## src/rtl/kbd_level_pkg.sv

```systemverilog
// Package of offsets, reset values and constants for the keyboard level interrupt unit
package kbd_level_pkg;
  // ==========================================================================
  // Register offsets (printed offsets are not all multiples of four: index * 4)
  // ==========================================================================
  localparam logic [7:0]  LEVEL_SELECT_IDX   = 8'h9C;
  localparam logic [7:0]  LINE_MASK_IDX      = 8'h9D;
  localparam logic [7:0]  LINE_FLAG_IDX      = 8'h9E;
  localparam logic [7:0]  GLOBAL_ENABLE_IDX  = 8'hB1;
  localparam logic [7:0]  IRQ_STATUS_IDX     = 8'hC0;
  localparam logic [7:0]  IRQ_CLEAR_IDX      = 8'hC1;
  localparam logic [7:0]  IRQ_ENABLE_IDX     = 8'hC2;
  localparam logic [7:0]  VECTOR_IDX         = 8'hC3;
  localparam int          ADDR_W             = 12;
  // ==========================================================================
  // Field positions and reset values
  // ==========================================================================
  localparam int          GLOBAL_ENABLE_BIT  = 0;
  localparam int          STAT_DETECT_BIT    = 0;
  localparam int          STAT_WAKE_BIT      = 1;
  localparam int          STAT_W             = 2;
  localparam logic [7:0]  LINE_RESET         = 8'h00;
  localparam logic [15:0] KBD_VECTOR         = 16'h003B;
  localparam int          NUM_LINES          = 8;
endpackage

```

## src/rtl/keyboard_level_interrupt.sv

```systemverilog
// Keyboard level interrupt unit with APB register slave
//
// Added by the designer: register access over APB.
`timescale 1ns/1ps
`default_nettype none
// Function
// - Eight keyboard inputs on port one each raise an interrupt on a high or low level.
// - All lines are independent sources sharing one vector at code address 003Bh.
// - One global keypad enable bit gates the combined keyboard request for all lines.
// - Each line compares its pin with the level its select bit picks and reports a match.
// - A detection on line n sets bit n of the line flag register at 9Eh.
// - A set flag requests an interrupt only when its line mask bit at 9Dh is set.
// - A software read of the line flag register clears the flag bits.
// - A line detection can wake the device from idle and power-down.
// - After reset all eight line flag bits read zero.
// - One to eight lines may be used; unused pins stay free for other uses.
// - A clear mask bit leaves its pin a standard I/O pin; a set bit lets its flag request.
// - In the level select register at 9Ch a clear bit picks low, a set bit picks high.
module keyboard_level_interrupt #(
  parameter int LINES = 8                         // Keyboard lines in use, 1 to 8
) (
  input  wire  logic        CORE_CLK,             // System clock, 125 MHz
  input  wire  logic        RST,                  // Async reset, active high
  input  wire  logic [11:0] PADDR,                // APB byte address
  input  wire  logic        PSEL,                 // APB select
  input  wire  logic        PENABLE,              // APB access phase
  input  wire  logic        PWRITE,               // APB direction
  input  wire  logic [31:0] PWDATA,               // APB write data
  output logic       [31:0] PRDATA,               // APB read data
  output logic              PREADY,               // APB ready
  output logic              PSLVERR,              // APB error, unmapped address
  input  wire  logic [7:0]  PORT_ONE,             // Port one pin levels
  output logic       [7:0]  PORT_ONE_KEY_SEL,     // Line serves the keypad, not I/O
  output logic              KEYPAD_IRQ_REQUEST,   // Shared keyboard request, vector 003Bh
  output logic       [15:0] KEYPAD_VECTOR,        // Vector address of the request
  output logic              WAKE_REQUEST,         // Wake from idle or power-down
  output logic              IRQ                   // Block interrupt, level
);
  // ==========================================================================
  // Elaboration check
  // ==========================================================================
  if (LINES < 1 || LINES > kbd_level_pkg::NUM_LINES) begin : g_bad_lines
    $error("LINES must lie between 1 and 8");
  end

  // ==========================================================================
  // Decode helpers
  // ==========================================================================
  function automatic logic hit(input logic [11:0] a, input logic [7:0] idx);
    hit = (a == {2'b00, idx, 2'b00});
  endfunction

  logic [7:0]  level_select_reg;
  logic [7:0]  line_mask_reg;
  logic [7:0]  line_flag_reg;
  logic [7:0]  line_flag_next;
  logic        global_enable_reg;
  logic [1:0]  irq_status_reg;
  logic [1:0]  irq_enable_reg;
  logic [7:0]  detect;
  logic [7:0]  used_lines;
  logic        wr_acc;
  logic        rd_acc;
  logic        flag_read;
  logic        mapped;

  // Setup cycle answers in one access cycle: ready is held high
  assign wr_acc    = PSEL && PENABLE && PWRITE;
  assign rd_acc    = PSEL && PENABLE && !PWRITE;
  assign flag_read = rd_acc && hit(PADDR, kbd_level_pkg::LINE_FLAG_IDX);
  assign mapped    = hit(PADDR, kbd_level_pkg::LEVEL_SELECT_IDX)
                  || hit(PADDR, kbd_level_pkg::LINE_MASK_IDX)
                  || hit(PADDR, kbd_level_pkg::LINE_FLAG_IDX)
                  || hit(PADDR, kbd_level_pkg::GLOBAL_ENABLE_IDX)
                  || hit(PADDR, kbd_level_pkg::IRQ_STATUS_IDX)
                  || hit(PADDR, kbd_level_pkg::IRQ_CLEAR_IDX)
                  || hit(PADDR, kbd_level_pkg::IRQ_ENABLE_IDX)
                  || hit(PADDR, kbd_level_pkg::VECTOR_IDX);

  // ==========================================================================
  // Per-line level detection
  // ==========================================================================
  genvar n;
  generate
    for (n = 0; n < 8; n++) begin : g_line
      // Unused lines never detect, so their pins stay free
      assign used_lines[n] = (n < LINES);
      // Low select matches a 0 pin, high select matches a 1 pin
      assign detect[n] = used_lines[n]
                      && (PORT_ONE[n] == level_select_reg[n]);
    end
  endgenerate

  // Flag update: read clears, but a detection in that cycle keeps its bit.
  // Only the bits reported by this read are cleared: a flag set between the
  // setup edge and the access edge was never seen by software, so it stays.
  always_comb begin
    line_flag_next = line_flag_reg;
    if (flag_read) begin
      line_flag_next = line_flag_reg & ~PRDATA[7:0];
    end
    line_flag_next = line_flag_next | detect;
  end

  // ==========================================================================
  // Registers
  // ==========================================================================
  // Configuration registers written by software
  always_ff @(posedge CORE_CLK or posedge RST) begin
    if (RST) begin
      level_select_reg  <= kbd_level_pkg::LINE_RESET;
      line_mask_reg     <= kbd_level_pkg::LINE_RESET;
      global_enable_reg <= 1'b0;
      irq_enable_reg    <= 2'b00;
    end else if (wr_acc) begin
      if (hit(PADDR, kbd_level_pkg::LEVEL_SELECT_IDX)) begin
        level_select_reg <= PWDATA[7:0];
      end
      if (hit(PADDR, kbd_level_pkg::LINE_MASK_IDX)) begin
        line_mask_reg <= PWDATA[7:0];
      end
      if (hit(PADDR, kbd_level_pkg::GLOBAL_ENABLE_IDX)) begin
        global_enable_reg <= PWDATA[kbd_level_pkg::GLOBAL_ENABLE_BIT];
      end
      if (hit(PADDR, kbd_level_pkg::IRQ_ENABLE_IDX)) begin
        irq_enable_reg <= PWDATA[1:0];
      end
    end
  end

  // Line flags, cleared by reset
  always_ff @(posedge CORE_CLK or posedge RST) begin
    if (RST) begin
      line_flag_reg <= kbd_level_pkg::LINE_RESET;
    end else begin
      line_flag_reg <= line_flag_next;
    end
  end

  // Sticky event status; a new event beats a clear written at the same edge
  always_ff @(posedge CORE_CLK or posedge RST) begin
    if (RST) begin
      irq_status_reg <= 2'b00;
    end else begin
      irq_status_reg <= (wr_acc && hit(PADDR, kbd_level_pkg::IRQ_CLEAR_IDX))
                      ? (irq_status_reg & ~PWDATA[1:0]) : irq_status_reg;
      if (|detect) begin
        irq_status_reg[kbd_level_pkg::STAT_DETECT_BIT] <= 1'b1;
      end
      if (|(detect & line_mask_reg)) begin
        irq_status_reg[kbd_level_pkg::STAT_WAKE_BIT] <= 1'b1;
      end
    end
  end

  // ==========================================================================
  // Outputs, all registered
  // ==========================================================================
  // Request is taken from the next flag value, so it changes at the same edge as the flags; shared vector for every line
  always_ff @(posedge CORE_CLK or posedge RST) begin
    if (RST) begin
      KEYPAD_IRQ_REQUEST <= 1'b0;
      KEYPAD_VECTOR      <= kbd_level_pkg::KBD_VECTOR;
      PORT_ONE_KEY_SEL   <= kbd_level_pkg::LINE_RESET;
      WAKE_REQUEST       <= 1'b0;
      IRQ                <= 1'b0;
    end else begin
      KEYPAD_IRQ_REQUEST <= global_enable_reg
                         && |(line_flag_next & line_mask_reg);
      KEYPAD_VECTOR      <= kbd_level_pkg::KBD_VECTOR;
      PORT_ONE_KEY_SEL   <= line_mask_reg & used_lines;
      // Wake is not gated by the global enable so a sleeping core still wakes
      WAKE_REQUEST       <= |(detect & line_mask_reg);
      IRQ                <= |(irq_status_reg & irq_enable_reg);
    end
  end

  // ==========================================================================
  // Read data
  // ==========================================================================
  // Read value of one register; unused upper bits and write-only words read 0
  function automatic logic [31:0] read_value(input logic [11:0] a);
    logic [31:0] v;
    v = 32'h0000_0000;
    if (a[11:10] == 2'b00 && a[1:0] == 2'b00) begin
      case (a[9:2])
        kbd_level_pkg::LEVEL_SELECT_IDX: begin
          v[7:0] = level_select_reg;
        end
        kbd_level_pkg::LINE_MASK_IDX: begin
          v[7:0] = line_mask_reg;
        end
        kbd_level_pkg::LINE_FLAG_IDX: begin
          v[7:0] = line_flag_reg;
        end
        kbd_level_pkg::GLOBAL_ENABLE_IDX: begin
          v[kbd_level_pkg::GLOBAL_ENABLE_BIT] = global_enable_reg;
        end
        kbd_level_pkg::IRQ_STATUS_IDX: begin
          v[1:0] = irq_status_reg;
        end
        kbd_level_pkg::IRQ_ENABLE_IDX: begin
          v[1:0] = irq_enable_reg;
        end
        kbd_level_pkg::VECTOR_IDX: begin
          v[15:0] = KEYPAD_VECTOR;
        end
        default: begin
          v = 32'h0000_0000;
        end
      endcase
    end
    read_value = v;
  endfunction

  // APB read data and answer; PREADY stays high, so every access ends at once.
  // Data is latched at the setup edge so it stands for the whole access phase.
  always_ff @(posedge CORE_CLK or posedge RST) begin
    if (RST) begin
      PRDATA  <= 32'h0000_0000;
      PREADY  <= 1'b0;
      PSLVERR <= 1'b0;
    end else begin
      PREADY  <= 1'b1;
      PSLVERR <= PSEL && !PENABLE && !mapped;
      PRDATA  <= 32'h0000_0000;
      if (PSEL && !PENABLE && !PWRITE) begin
        PRDATA <= read_value(PADDR);
      end
    end
  end

  // ==========================================================================
  // Assertions
  // ==========================================================================
  chk_flag_sets: assert property (@(posedge CORE_CLK) disable iff (RST)
    detect[0] |=> line_flag_reg[0]) else $error("Line 0 detection did not set flag");
  chk_read_clears: assert property (@(posedge CORE_CLK) disable iff (RST)
    (flag_read && detect == 8'h00 && PRDATA[7:0] == line_flag_reg)
    |=> line_flag_reg == 8'h00)
    else $error("Flag read did not clear flags");
  chk_set_wins: assert property (@(posedge CORE_CLK) disable iff (RST)
    (flag_read && detect[3]) |=> line_flag_reg[3]) else $error("Detection lost on read");
  chk_req_mask: assert property (@(posedge CORE_CLK) disable iff (RST)
    KEYPAD_IRQ_REQUEST |-> $past(|(line_flag_next & line_mask_reg)))
    else $error("Request without enabled flag");
  chk_global_gate: assert property (@(posedge CORE_CLK) disable iff (RST)
    !global_enable_reg ##1 !$past(global_enable_reg) |-> !KEYPAD_IRQ_REQUEST)
    else $error("Request while globally disabled");
  chk_level_match: assert property (@(posedge CORE_CLK) disable iff (RST)
    (PORT_ONE[0] != level_select_reg[0]) |-> !detect[0]) else $error("False detection");
  chk_wake_level: assert property (@(posedge CORE_CLK) disable iff (RST)
    (detect[1] && line_mask_reg[1]) |=> WAKE_REQUEST) else $error("No wake on detection");
  chk_vector_fixed: assert property (@(posedge CORE_CLK) disable iff (RST)
    KEYPAD_VECTOR == 16'h003B) else $error("Vector changed");
  chk_reset_flags: assert property (@(posedge CORE_CLK)
    $fell(RST) |-> line_flag_reg == 8'h00) else $error("Flags not zero after reset");
  chk_unused_line: assert property (@(posedge CORE_CLK) disable iff (RST)
    !used_lines[7] |-> !detect[7]) else $error("Unused line detected");
  chk_io_select: assert property (@(posedge CORE_CLK) disable iff (RST)
    !line_mask_reg[2] |=> !PORT_ONE_KEY_SEL[2]) else $error("Pin not freed as I/O");
  chk_high_sel: assert property (@(posedge CORE_CLK) disable iff (RST)
    (level_select_reg[4] && PORT_ONE[4] && used_lines[4]) |-> detect[4])
    else $error("High level missed");

  // Per-line checks, one set for each of the eight lines
  for (genvar k = 0; k < kbd_level_pkg::NUM_LINES; k++) begin : g_line_chk
    if (k < LINES) begin : g_used
      // A line in use detects exactly when its pin equals its chosen level
      chk_line_match: assert property (@(posedge CORE_CLK) disable iff (RST)
        detect[k] == (PORT_ONE[k] == level_select_reg[k]))
        else $error("Line detection differs from its level match");
      // A detection on the line sets that line's own flag
      chk_line_flag: assert property (@(posedge CORE_CLK) disable iff (RST)
        detect[k] |=> line_flag_reg[k]) else $error("Line detection did not set its flag");
      // A set mask bit hands the pin to the keypad one edge later
      chk_line_keysel: assert property (@(posedge CORE_CLK) disable iff (RST)
        line_mask_reg[k] |=> PORT_ONE_KEY_SEL[k]) else $error("Masked-in line not selected");
    end else begin : g_free
      // A line left out never detects and never leaves standard I/O
      chk_line_free: assert property (@(posedge CORE_CLK) disable iff (RST)
        !detect[k] && !PORT_ONE_KEY_SEL[k]) else $error("Unused line is active");
    end
  end

  // A flag never drops unless the flag register is read
  chk_flag_hold: assert property (@(posedge CORE_CLK) disable iff (RST)
    !flag_read |=> (line_flag_reg & $past(line_flag_reg)) == $past(line_flag_reg))
    else $error("Flag dropped without a read");

  // An enabled, unmasked flag raises the shared request at the next edge
  chk_req_on: assert property (@(posedge CORE_CLK) disable iff (RST)
    (global_enable_reg && |(line_flag_next & line_mask_reg)) |=> KEYPAD_IRQ_REQUEST)
    else $error("Enabled flag gave no request");

  // The global enable bit stores the written bit
  chk_global_store: assert property (@(posedge CORE_CLK) disable iff (RST)
    (wr_acc && hit(PADDR, kbd_level_pkg::GLOBAL_ENABLE_IDX))
    |=> global_enable_reg == $past(PWDATA[kbd_level_pkg::GLOBAL_ENABLE_BIT]))
    else $error("Global enable not stored");

  // No masked-in detection, no wake
  chk_wake_quiet: assert property (@(posedge CORE_CLK) disable iff (RST)
    !(|(detect & line_mask_reg)) |=> !WAKE_REQUEST) else $error("Wake without detection");

  // Zero wait states: every access phase is answered at once
  chk_ready_high: assert property (@(posedge CORE_CLK) disable iff (RST)
    (PSEL && PENABLE) |-> PREADY) else $error("Access phase not ready");

  // Error flag in the access phase marks exactly the unmapped addresses
  chk_err_unmapped: assert property (@(posedge CORE_CLK) disable iff (RST)
    (PSEL && PENABLE) |-> (PSLVERR == !mapped)) else $error("Wrong error response");

  // A write to an unmapped address leaves the configuration alone
  chk_write_ignored: assert property (@(posedge CORE_CLK) disable iff (RST)
    (wr_acc && !mapped) |=> $stable(level_select_reg) && $stable(line_mask_reg))
    else $error("Unmapped write changed a register");

  // Read data stands only for a read access; otherwise it is zero
  chk_rdata_idle: assert property (@(posedge CORE_CLK) disable iff (RST)
    !PSEL |=> PRDATA == 32'h0000_0000) else $error("Read data not zero when idle");

  // Any detection sets the sticky detect status bit
  chk_status_detect: assert property (@(posedge CORE_CLK) disable iff (RST)
    (|detect) |=> irq_status_reg[kbd_level_pkg::STAT_DETECT_BIT])
    else $error("Detect status not set");

  // Status stays set until a clear write
  chk_status_sticky: assert property (@(posedge CORE_CLK) disable iff (RST)
    (irq_status_reg[kbd_level_pkg::STAT_DETECT_BIT]
     && !(wr_acc && hit(PADDR, kbd_level_pkg::IRQ_CLEAR_IDX)))
    |=> irq_status_reg[kbd_level_pkg::STAT_DETECT_BIT])
    else $error("Status bit dropped without a clear");

  // Block interrupt follows enabled status one edge later
  chk_irq_level: assert property (@(posedge CORE_CLK) disable iff (RST)
    (|(irq_status_reg & irq_enable_reg)) |=> IRQ) else $error("Enabled status gave no IRQ");

  // Main scenarios
  cov_request: cover property (@(posedge CORE_CLK) disable iff (RST) $rose(KEYPAD_IRQ_REQUEST));
  cov_read_race: cover property (@(posedge CORE_CLK) disable iff (RST) flag_read && |detect);
  cov_wake: cover property (@(posedge CORE_CLK) disable iff (RST) $rose(WAKE_REQUEST));
  cov_unmapped: cover property (@(posedge CORE_CLK) disable iff (RST) PSEL && PENABLE && !mapped);
endmodule
`default_nettype wire

```

## config.mk

```make
export PLATFORM = sky130hd
export DESIGN_NAME = keyboard_level_interrupt
export DESIGN_NICKNAME = d
export VERILOG_FILES = /design/src/rtl/kbd_level_pkg.sv /design/src/rtl/keyboard_level_interrupt.sv
export SDC_FILE = /design/constraint.sdc
export NUM_CORES = 1
export LEC_CHECK = 0
export BUFFER_PORTS_ARGS = -buffer_cell sky130_fd_sc_hd__buf_2
export CAP_MARGIN = 20
export CORE_ASPECT_RATIO = 1.1
export CORE_MARGIN = 3
export CORE_UTILIZATION = 43
export DETAILED_ROUTE_END_ITERATION = 7
export PLACE_DENSITY = 0.73
export RECOVER_POWER = 50
export SLEW_MARGIN = 20
export SYNTH_ARGS = -nofsm -noshare
export SYNTH_HDL_FRONTEND = slang
export SYNTH_SLANG_ARGS = --single-unit
```

## constraint.sdc

```tcl
create_clock -name CORE_CLK -period 1.38 [get_ports CORE_CLK]
set_input_delay 0.138 -clock CORE_CLK [delete_from_list [all_inputs] [get_ports CORE_CLK]]
set_output_delay 0.138 -clock CORE_CLK [all_outputs]
set_load 0.005 [all_outputs]
```

==> results of run 1 <==
[logic make-up (layout without fill, tap and decap cells)]
family	Yosys count	in the layout	share of synthesized area, %
mux	26	26	10.7
buf+inv	52	103	13.1
compound gates	49	49	11.9
simple gates	65	65	14.1
flops	50	50	47.3
other cells	2	41	0.284
xor+xnor	8	8	2.65
[power by group]
part / internal [W] / switching [W]
clock: 0.000543 / 0.000459
combinational: 0.000114 / 0.000156
sequential: 0.00147 / 0.00000506
total: 0.00213 / 0.000620
[area by class of cell]
class / instances / area, um^2
multi-input combinational: 189 / 1240
tap: 77 / 96.3
timing repair buffer: 89 / 551
fill: 521 / 2610
sequential: 50 / 1250
clock buffer: 7 / 76.3
clock inverter: 1 / 30.0
inverter: 6 / 22.5
[path summary, 6_finish.rpt]
check	start	endpoint	slack, ps	cells past startpoint
min in group asynchronous	RST	line_mask_reg[2]	600	4
worst max-delay path	PADDR[11]	KEYPAD_IRQ_REQUEST	-80	7
worst min register to register	line_mask_reg[5]	PORT_ONE_KEY_SEL[5]	480	0
worst min-delay path	PWDATA[2]	level_select_reg[2]	80	2
max in group asynchronous	RST	line_mask_reg[3]	340	4
worst max register to register	level_select_reg[1]	KEYPAD_IRQ_REQUEST	-60	5
[cells in the final DEF (no fill, tap or decap), types with 4 or more instances in the layout]
cell type / synthesis / layout
nand4_1: 4 / 4
clkbuf_1: 5 / 4
conb_1: 2 / 41
o21ai_0: 21 / 18
buf_6: 0 / 4
a21o_1: 5 / 5
nand3_1: 7 / 6
a21oi_1: 8 / 8
buf_2: 0 / 51
mux2_2: 18 / 18
nor2_1: 11 / 10
clkbuf_8: 0 / 5
buf_4: 40 / 30
inv_1: 6 / 6
nand2_1: 16 / 16
a22oi_1: 4 / 4
dfrtp_1: 50 / 50
nor2b_1: 6 / 6
mux2i_1: 8 / 8
xnor2_1: 8 / 5
[worst max-delay path, cell delays in order]
cell and delay, ps:
buf_6 90, or4_4 570, nor4_4 180, buf_6 180
a31oi_4 100, a221oi_2 250, a41oi_1 130
[metal layers]
layer  global-route usage [%]  share of wire (%)  vias up
met1                     24.8                 40      981
met5                        0                  0        -
met4                     6.76                2.4        0
met3                     3.05                7.3       13
met2                     31.0                 50       94
li1                         -                  -      976
[cells in the mapped netlist (all sizes together) (4+ instances only)]
| master | n |
|---|---|
| dfrtp | 50 |
| buf | 41 |
| o21ai | 21 |
| mux2 | 18 |
| nand2 | 16 |
| nor2 | 11 |
| a21oi | 8 |
| mux2i | 8 |
| xnor2 | 8 |
| nand3 | 7 |
| inv | 6 |
| nor2b | 6 |
| a21o | 5 |
| clkbuf | 5 |
| a22oi | 4 |
| nand4 | 4 |
| nor4 | 4 |
[metrics by stage]
stage / utilization [%] / area, um^2
after floorplan: - / 2790
after global placement: 52.3 / 3080
after detailed placement: 52.3 / 3080
after CTS: 55.3 / 3250
after global routing: 55.6 / 3270
final: 55.6 / 3270
[repair_timing]
| action | CTS | global route |
|---|---|---|
| setup buffers | 2 | 2 |
| hold buffers | 1 | 0 |
| pin swaps | 4 | 1 |
| setup endpoints to repair | 21 | 32 |
| resized for setup | 8 | 6 |
| endpoints found under the hold margin | 50 | 0 |
==> out/metrics.yaml, run 1 <==
run_status:
  status: "complete, but fails checks"
  violations: "setup timing"
floorplan:
  initial_utilization_pct: 45.0
  die_w_um: 80.7
  core_um2: 5880
  rows: 29
  die_area_um2: 7120
  ios: 118
  fp.dieH_um: 88.2
route:
  ant_nets: 0
  wl_per_cell_um: 14.8
  drcViolationCount: 0
  dr_total_vias: 2064
  routed_wl_um: 6190
  avgViaCountPerCell: 4.93
  initialDrtViolationCount: 86
  drtPass1Iterations: 4
pwr:
  p_per_area_nw_per_um2: 841
  power.leakage_nw: 1.67
  ir_drop_uv: 510
  power_w: 0.00275
clocking:
  cts_buffers: 5
  cts_tree: "yes"
  ctsRootBufferMaster: "clkbuf_8"
  cts_buffer_depth: 2
  cts.sinks: 50
  path_clk_slew_ps: 90
  clk-insertion-delay-late_ps: 300
  h-tree-depth: 2
placed_design:
  hpwlAfterDp_um: 4610
  gp_congestion: 0.854
  port_buffers: 53
  dp.cells: 406
  pre_cts_ws_ps: -444
yosys:
  syn-instance-count: 252
  synth.area.top_cells: "dfrtp_1 (47%), buf_4 (11%), mux2_2 (7.7%), o21ai_0 (4.0%), mux2i_1 (3.0%)"
  synth-edff-count: 0
  yosysUniqueCellTypes: 39
  synth_top_area_share_pct: 47.3
  synth_area_per_cell_um2: 10.5
  synth-main-ff-cell: "dfrtp_1"
  yosys_warnings: 0
  synth-seq-area-share_pct: 47.3
  yosys.area.top_type: "dfrtp_1"
  async_reset_ff_share_pct: 100
  synth_area_um2: 2640
  ys_seq_elements: 50
setup_path:
  setup.worst_path.start_class: "input pin"
  crit_arrival_ps: 1640
  crit_type: "in -> reg"
  cp-end-kind: "flop"
  critical_path.max_fanout: 8
  crit_required_ps: 1550
job:
  drv_cap: 0
sta:
  finalSetupViolCount: 13
  maxSlewHeadroom_pct: 55.1
  tns_ps: -204
  whs_ps: 78.0
  fin_skew_ps: 3.64
  fmax_mhz: 683
  post-route-period-util_pct: 106
  tightest_slew_ps: 673
  fin_ws_ps: -84.4
  rsz0062_at_grt: "yes"
  finalHoldViolCount: 0
  drv_slew: 0
  layout_min_cycle_time_ps: 1460
global_route:
  antenna_found_initial: 0
  grt_max_degree: 51
  grt_pass1_vias: 2056
  grt_pass1_wl_um: 10000
  grt.total_usage_pct: 18.7
  grt_overflow_total: 0
finish:
  finalNonFillerCells: 419
  drive_gt1_share_pct: 36.8
  area_growth_syn_to_layout_pct: 23.6
  num-nets-final: 398
  diodes: 0
worst_hold_path:
  hold_path_class: "in -> reg"
No activity file was read; power rests on OpenSTA's default activity.
==> run 2, diff against run 1 <==
Settings changed: PLACE_DENSITY 0.73 to 0.87.
==> run 2 against run 1 <==
  * The run still ends with setup timing left
  * Global-route usage is 0.48 points higher
  * Clock skew is 4.4 ps higher
  * Flip-flop and latch count did not move
  * Sequential share of layout area fell by 0.65 points
  * Critical endpoint unchanged
  * Highest routed layer unchanged
==> out/metrics.yaml, run 2 (same netlist as run 1, synthesis figures left out) <==
setup_path:
  r2r_cells: 5  # unchanged
  cp-end-kind: "flop"
  cp_top_family: "simple AND/OR/NAND/NOR gates"
  path_cells: "buf_6, or4_4, nor4_4, buf_4, a31oi_4, a221oi_2, a41oi_1"
  crit_type: "in -> reg"
  cp_slowest_cell: "or4_4"
  crit_required_ps: 1560  # about the same
  crit_buf_inv: 2  # unchanged
  crit_path_start: "PADDR[0]"
  setup.worst_path.start_class: "input pin"
  crit_arrival_ps: 1710  # +70 ps
  cpPeakStageDelay_ps: 560  # about the same
  critical_path.max_fanout: 4  # -4
  r2r-end: "KEYPAD_IRQ_REQUEST"
  reg2reg_slack_ps: -120  # -60 ps
  reg2reg_from: "level_select_reg[2]"
finish:
  mostFrequentLayoutCells: "buf_2 (51), dfrtp_1 (50), conb_1 (41), buf_4 (33), mux2_2 (18)"
  drive_gt1_share_pct: 38.8  # +1.9 points
  seq_area_um2: 1250  # unchanged
  area_growth_syn_to_layout_pct: 25.8
  finish.instance_area_um2: 3320  # +1.7%
  diodes: 0  # unchanged
  num-nets-final: 399  # +0.25%
  multi_input_area_um2: 1270  # +2.3%
  layout_commonest_cell: "buf_2"
  fillers: 492  # -5.6%
  finalNonFillerCells: 420  # +0.24%
sta:
  finalSetupViolCount: 25  # +12
  drv_slew: 0  # unchanged
  tightest_slew_ps: 672  # -0.785 ps
  whs_ps: 73.6  # -4.37 ps
  fin_ws_ps: -145  # -61.1 ps
  maxSlewHeadroom_pct: 55.2  # about the same
  tns_ps: -1920  # -1720 ps
  fin_skew_ps: 8.02  # +4.38 ps
  finalHoldViolCount: 0  # unchanged
  layout_min_cycle_time_ps: 1530  # +61.1 ps
  fmax_mhz: 656  # -4.0%
  rsz0062_at_grt: "yes"
  post-route-period-util_pct: 111  # +4.4 points
placed_design:
  dp.cells: 406  # unchanged
  gp_congestion: 0.897  # +5.0%
  dpl_cell_area_um2: 3080  # unchanged
  hpwlAfterDp_um: 4850  # +5.4%
  port_buffers: 53  # unchanged
worst_hold_path:
  min_to: "line_mask_reg[4]"
  hold_path_class: "in -> reg"
  hp-start: "PWDATA[4]"
  hold_depth: 2  # unchanged
route:
  drtPass1Iterations: 4  # unchanged
  initialDrtViolationCount: 257  # +200%
  drcViolationCount: 0  # unchanged
  wl_per_cell_um: 16.2  # +9.8%
  dr_total_vias: 2169  # +5.1%
  routed_wl_um: 6820  # +10%
  ant_nets: 0  # unchanged
  avgViaCountPerCell: 5.16  # +4.8%
clocking:
  clk-insertion-delay-late_ps: 310  # about the same
  ctsRootBufferMaster: "clkbuf_8"
  cts_buffer_depth: 2  # unchanged
  cts_tree: "yes"
  path_clk_slew_ps: 90  # about the same
  cts.sinks: 50  # unchanged
  h-tree-depth: 2  # unchanged
  cts_buffers: 5  # unchanged
pwr:
  ir_drop_uv: 533  # +4.5%
  power_w: 0.00281  # +2.1%
  power.leakage_nw: 1.70  # +1.9%
  p_per_area_nw_per_um2: 845  # +0.41%
job:
  drv_cap: 0  # unchanged
global_route:
  grt.total_usage_pct: 19.2  # +0.48 points
  grt_pass1_vias: 2094  # +1.8%
  grt_max_degree: 51  # unchanged
  grt_overflow_total: 0  # unchanged
  antenna_found_initial: 0  # unchanged
  grt_pass1_wl_um: 10300  # +2.7%
floorplan:
  die_area_um2: 7120  # unchanged
  fp.dieH_um: 88.2  # unchanged
  core_um2: 5880  # unchanged
  initial_utilization_pct: 45.0  # unchanged
  ios: 118  # unchanged
  rows: 29  # unchanged
  die_w_um: 80.7  # unchanged
run_status:
  violations: "setup timing"
  status: "complete, but fails checks"
==> run 2: final cells by class <==
cell class | instances | area share [%]
repair buffers | 90 | 17.3
clock buffers | 6 | 2.18
clock inverters | 2 | 1.13
multi-input cells | 189 | 38.2
well taps | 77 | 2.90
inverters | 6 | 0.678
flip-flops and latches | 50 | 37.7
==> run 2: worst max path at each step <==
stage | to | slack (ps) | cells after the start
finish | KEYPAD_IRQ_REQUEST | -150 | 7
global route | KEYPAD_IRQ_REQUEST | -180 | 5
CTS | KEYPAD_IRQ_REQUEST | -110 | 7
detailed placement | KEYPAD_IRQ_REQUEST | -450 | 7
global placement | KEYPAD_IRQ_REQUEST | -380 | 7
floorplan | KEYPAD_IRQ_REQUEST | -270 | 5
==> run 2: metrics by stage <==
step	setup slack (ps)	util (%)
2_1_floorplan	-266	-
3_3_place_gp	-380	52.3
3_5_place_dp	-449	52.3
4_1_cts	-114	55.7
5_1_grt	-181	56.5
6_report	-145	56.5
==> run 2: worst reg2reg max path, stage by stage, from the launching register on <==
cell and delay (ps):
dfrtp_1 420, xnor2_1 330, inv_1 130, a31oi_4 210, a221oi_2 100, a41oi_1 220
==> run 2: power breakdown <==
| part | switching, W | total [W] | internal [W] |
|---|---|---|---|
| combinational | 0.000166 | 0.000286 | 0.000120 |
| clock | 0.000503 | 0.00104 | 0.000541 |
| sequential | 0.00000454 | 0.00148 | 0.00147 |
| total | 0.000674 | 0.00281 | 0.00213 |
==> run 2: metal layers <==
metal	track usage (%)	vias up	routed length, um
met1	23.2	1032	2560
met2	33.2	130	3440
li1	-	980	-
met4	7.53	0	244
met5	0	-	0
met3	4.38	27	577
==> run 2: timing repair <==
item,in CTS,in global routing
setup endpoints to repair,24,29
gates resized for setup,7,16
buffers inserted,4,1
hold endpoints to repair,50,0
hold buffers,1,0
pin swaps,6,6
==> run 3, diff against run 2 <==
Settings changed: GPL_TIMING_DRIVEN set to 0, REMOVE_ABC_BUFFERS set to 1.
==> run 3 against run 2 <==
  * The flow still finishes with violations (setup timing)
  * Cell count is 5.2% lower
  * Combinational power down 8.7%
  * Global-route usage fell by 0.74 points
  * Non-clock buffer count shrank 22
  * Worst hold slack worse by 2.0 ps
==> out/metrics.yaml, run 3 (same netlist as run 1, synthesis figures left out) <==
run_status:
  status: "complete, but fails checks"
  violations: "setup timing"
global_route:
  top_usage_layer: "met2"
  met2_usage_pct: 31.4  # -1.8 points
  grt.met3_usage_pct: 4.38  # unchanged
  grt_pass1_vias: 2018  # -3.6%
  grt_use_met1_pct: 21.9  # -1.3 points
  grt.total_usage_pct: 18.4  # -0.74 points
  grt_pass1_wl_um: 9850  # -4.5%
  grt_overflow_total: 0  # unchanged
  antenna_found_initial: 0  # unchanged
  grt_max_degree: 32  # -37%
finish:
  finish.instance_area_um2: 3190  # -4.0%
  area_growth_syn_to_layout_pct: 20.7
  mostFrequentLayoutCells: "dfrtp_1 (50), conb_1 (41), buf_2 (40), o21ai_0 (18)"
  num-nets-final: 377  # -5.5%
  diodes: 0  # unchanged
  layout_commonest_cell: "dfrtp_1"
  finalNonFillerCells: 398  # -5.2%
  fillers: 500  # +1.6%
  drive_gt1_share_pct: 32.7  # -6.1 points
  final_util_pct: 54.3  # -2.3 points
clocking:
  ctsRootBufferMaster: "clkbuf_8"
  cts_buffer_depth: 2  # unchanged
  cts_buffers: 5  # unchanged
  cts_tree: "yes"
  cts.sinks: 50  # unchanged
  clk-insertion-delay-late_ps: 310  # about the same
  path_clk_slew_ps: 80  # about the same
  h-tree-depth: 2  # unchanged
route:
  initialDrtViolationCount: 160  # -38%
  ant_nets: 0  # unchanged
  drcViolationCount: 0  # unchanged
  avgViaCountPerCell: 5.10  # -1.2%
  wl_per_cell_um: 16.1  # -0.91%
  dr_total_vias: 2030  # -6.4%
  drtPass1Iterations: 4  # unchanged
  routed_wl_um: 6400  # -6.1%
sta:
  tightest_slew_ps: 690  # +17.4 ps
  post-route-period-util_pct: 109  # -1.3 points
  finalHoldViolCount: 0  # unchanged
  rsz0062_at_grt: "yes"
  maxSlewHeadroom_pct: 54.0  # -1.2 points
  finalSetupViolCount: 21  # -16%
  drv_slew: 0  # unchanged
  tns_ps: -1770  # +154 ps
  fin_skew_ps: 2.68  # -5.35 ps
  fin_ws_ps: -127  # +18.0 ps
  whs_ps: 71.6  # -1.99 ps
  fmax_mhz: 663  # +1.2%
  layout_min_cycle_time_ps: 1510  # -18.0 ps
placed_design:
  dpl_cell_area_um2: 2860  # -7.2%
  hpwlAfterDp_um: 4420  # -8.9%
  dp.cells: 376  # -7.4%
  gp_congestion: 0.897  # about the same
  port_buffers: 53  # unchanged
setup_path:
  cp_top_family: "simple AND/OR/NAND/NOR gates"
  cp_slowest_cell: "or4_4"
  cp-end-kind: "flop"
  setup.worst_path.start_class: "input pin"
  cpPeakStageDelay_ps: 570  # about the same
  r2r_cells: 5  # unchanged
  cp_common_cell: "buf_6"
  path_cells: "buf_6, or4_4, buf_6, nor2_4, and3_4, mux2_4"
  crit_cells: 6  # -1
  crit_required_ps: 1580  # +20 ps
  critical_path.max_fanout: 5  # +1
  crit_buf_inv: 2  # unchanged
  crit_type: "in -> reg"
  crit_arrival_ps: 1700  # about the same
pwr:
  ir_drop_uv: 486  # -8.8%
  power.leakage_nw: 1.54  # -9.3%
  pwr-share-clk_pct: 36.0  # -1.2 points
  p_sw_share_pct: 23.6  # -0.41 points
  p_int_w: 0.00208  # -2.7%
  p_sw_w: 0.000641  # -4.9%
  seqPwrFrac_pct: 54.4  # +1.8 points
  power_frac_comb_pct: 9.6  # -0.6 points
  p_per_area_nw_per_um2: 852  # +0.83%
floorplan:
  initial_utilization_pct: 45.0  # unchanged
  fp.dieH_um: 88.2  # unchanged
  die_w_um: 80.7  # unchanged
  rows: 29  # unchanged
  ios: 118  # unchanged
  die_area_um2: 7120  # unchanged
  core_um2: 5880  # unchanged
job:
  drv_cap: 0  # unchanged
worst_hold_path:
  hold_path_class: "in -> reg"
  hold_depth: 2  # unchanged
run 3: power by group through the flow:
stage | registers (W) | logic (W) | clock network, W
floorplan | 0.00151 | 0.000111 | 0
global placement | 0.00151 | 0.000209 | 0
detailed placement | 0.00151 | 0.000226 | 0
CTS | 0.00148 | 0.000247 | 0.000997
global route | 0.00148 | 0.000293 | 0.00105
finish | 0.00148 | 0.000261 | 0.000979
run 3: timing repair:
item,4_1_cts,5_1_grt
buffers inserted,8,5
gates resized for setup,21,10
pin swaps,11,8
setup endpoints to repair,32,27
hold buffers,1,0
gates cloned,0,0
hold endpoints to repair,30,0
run 3: routing by layer:
layer | share of wire (%) | vias up | wire (um)
met3 | 6.7 | 13 | 428
met5 | 0 | - | 0
met4 | 2.3 | 0 | 150
met2 | 52 | 84 | 3350
li1 | - | 937 | -
met1 | 39 | 996 | 2480
run 3: per-stage QoR:
stage	total power, W	setup WS, ps
2_1_floorplan	0.00162	-432
3_3_place_gp	0.00171	-872
3_5_place_dp	0.00173	-894
4_1_cts	0.00272	-104
5_1_grt	0.00282	-209
6_report	0.00272	-127
run 3: area by class of cell:
class                           count  area (um^2)  area share [%]
Multi-Input combinational cell    189         1300            40.8
Sequential cell                    50         1250            39.2
Timing Repair Buffer               68          407            12.8
Clock buffer                        8          110            3.45
Tap cell                           77         96.3            3.02
Inverter                            6         22.5           0.706
run 3: final timing paths:
path | start | endpoint | slack (ps)
min in group asynchronous | RST | line_mask_reg[7] | 480
max reg2reg | level_select_reg[1] | KEYPAD_IRQ_REQUEST | -90
min reg2reg | line_mask_reg[7] | PORT_ONE_KEY_SEL[7] | 480
max in group asynchronous | RST | irq_status_reg[0] | 370
max | PADDR[0] | irq_enable_reg[1] | -130
min | PWDATA[5] | line_mask_reg[5] | 70
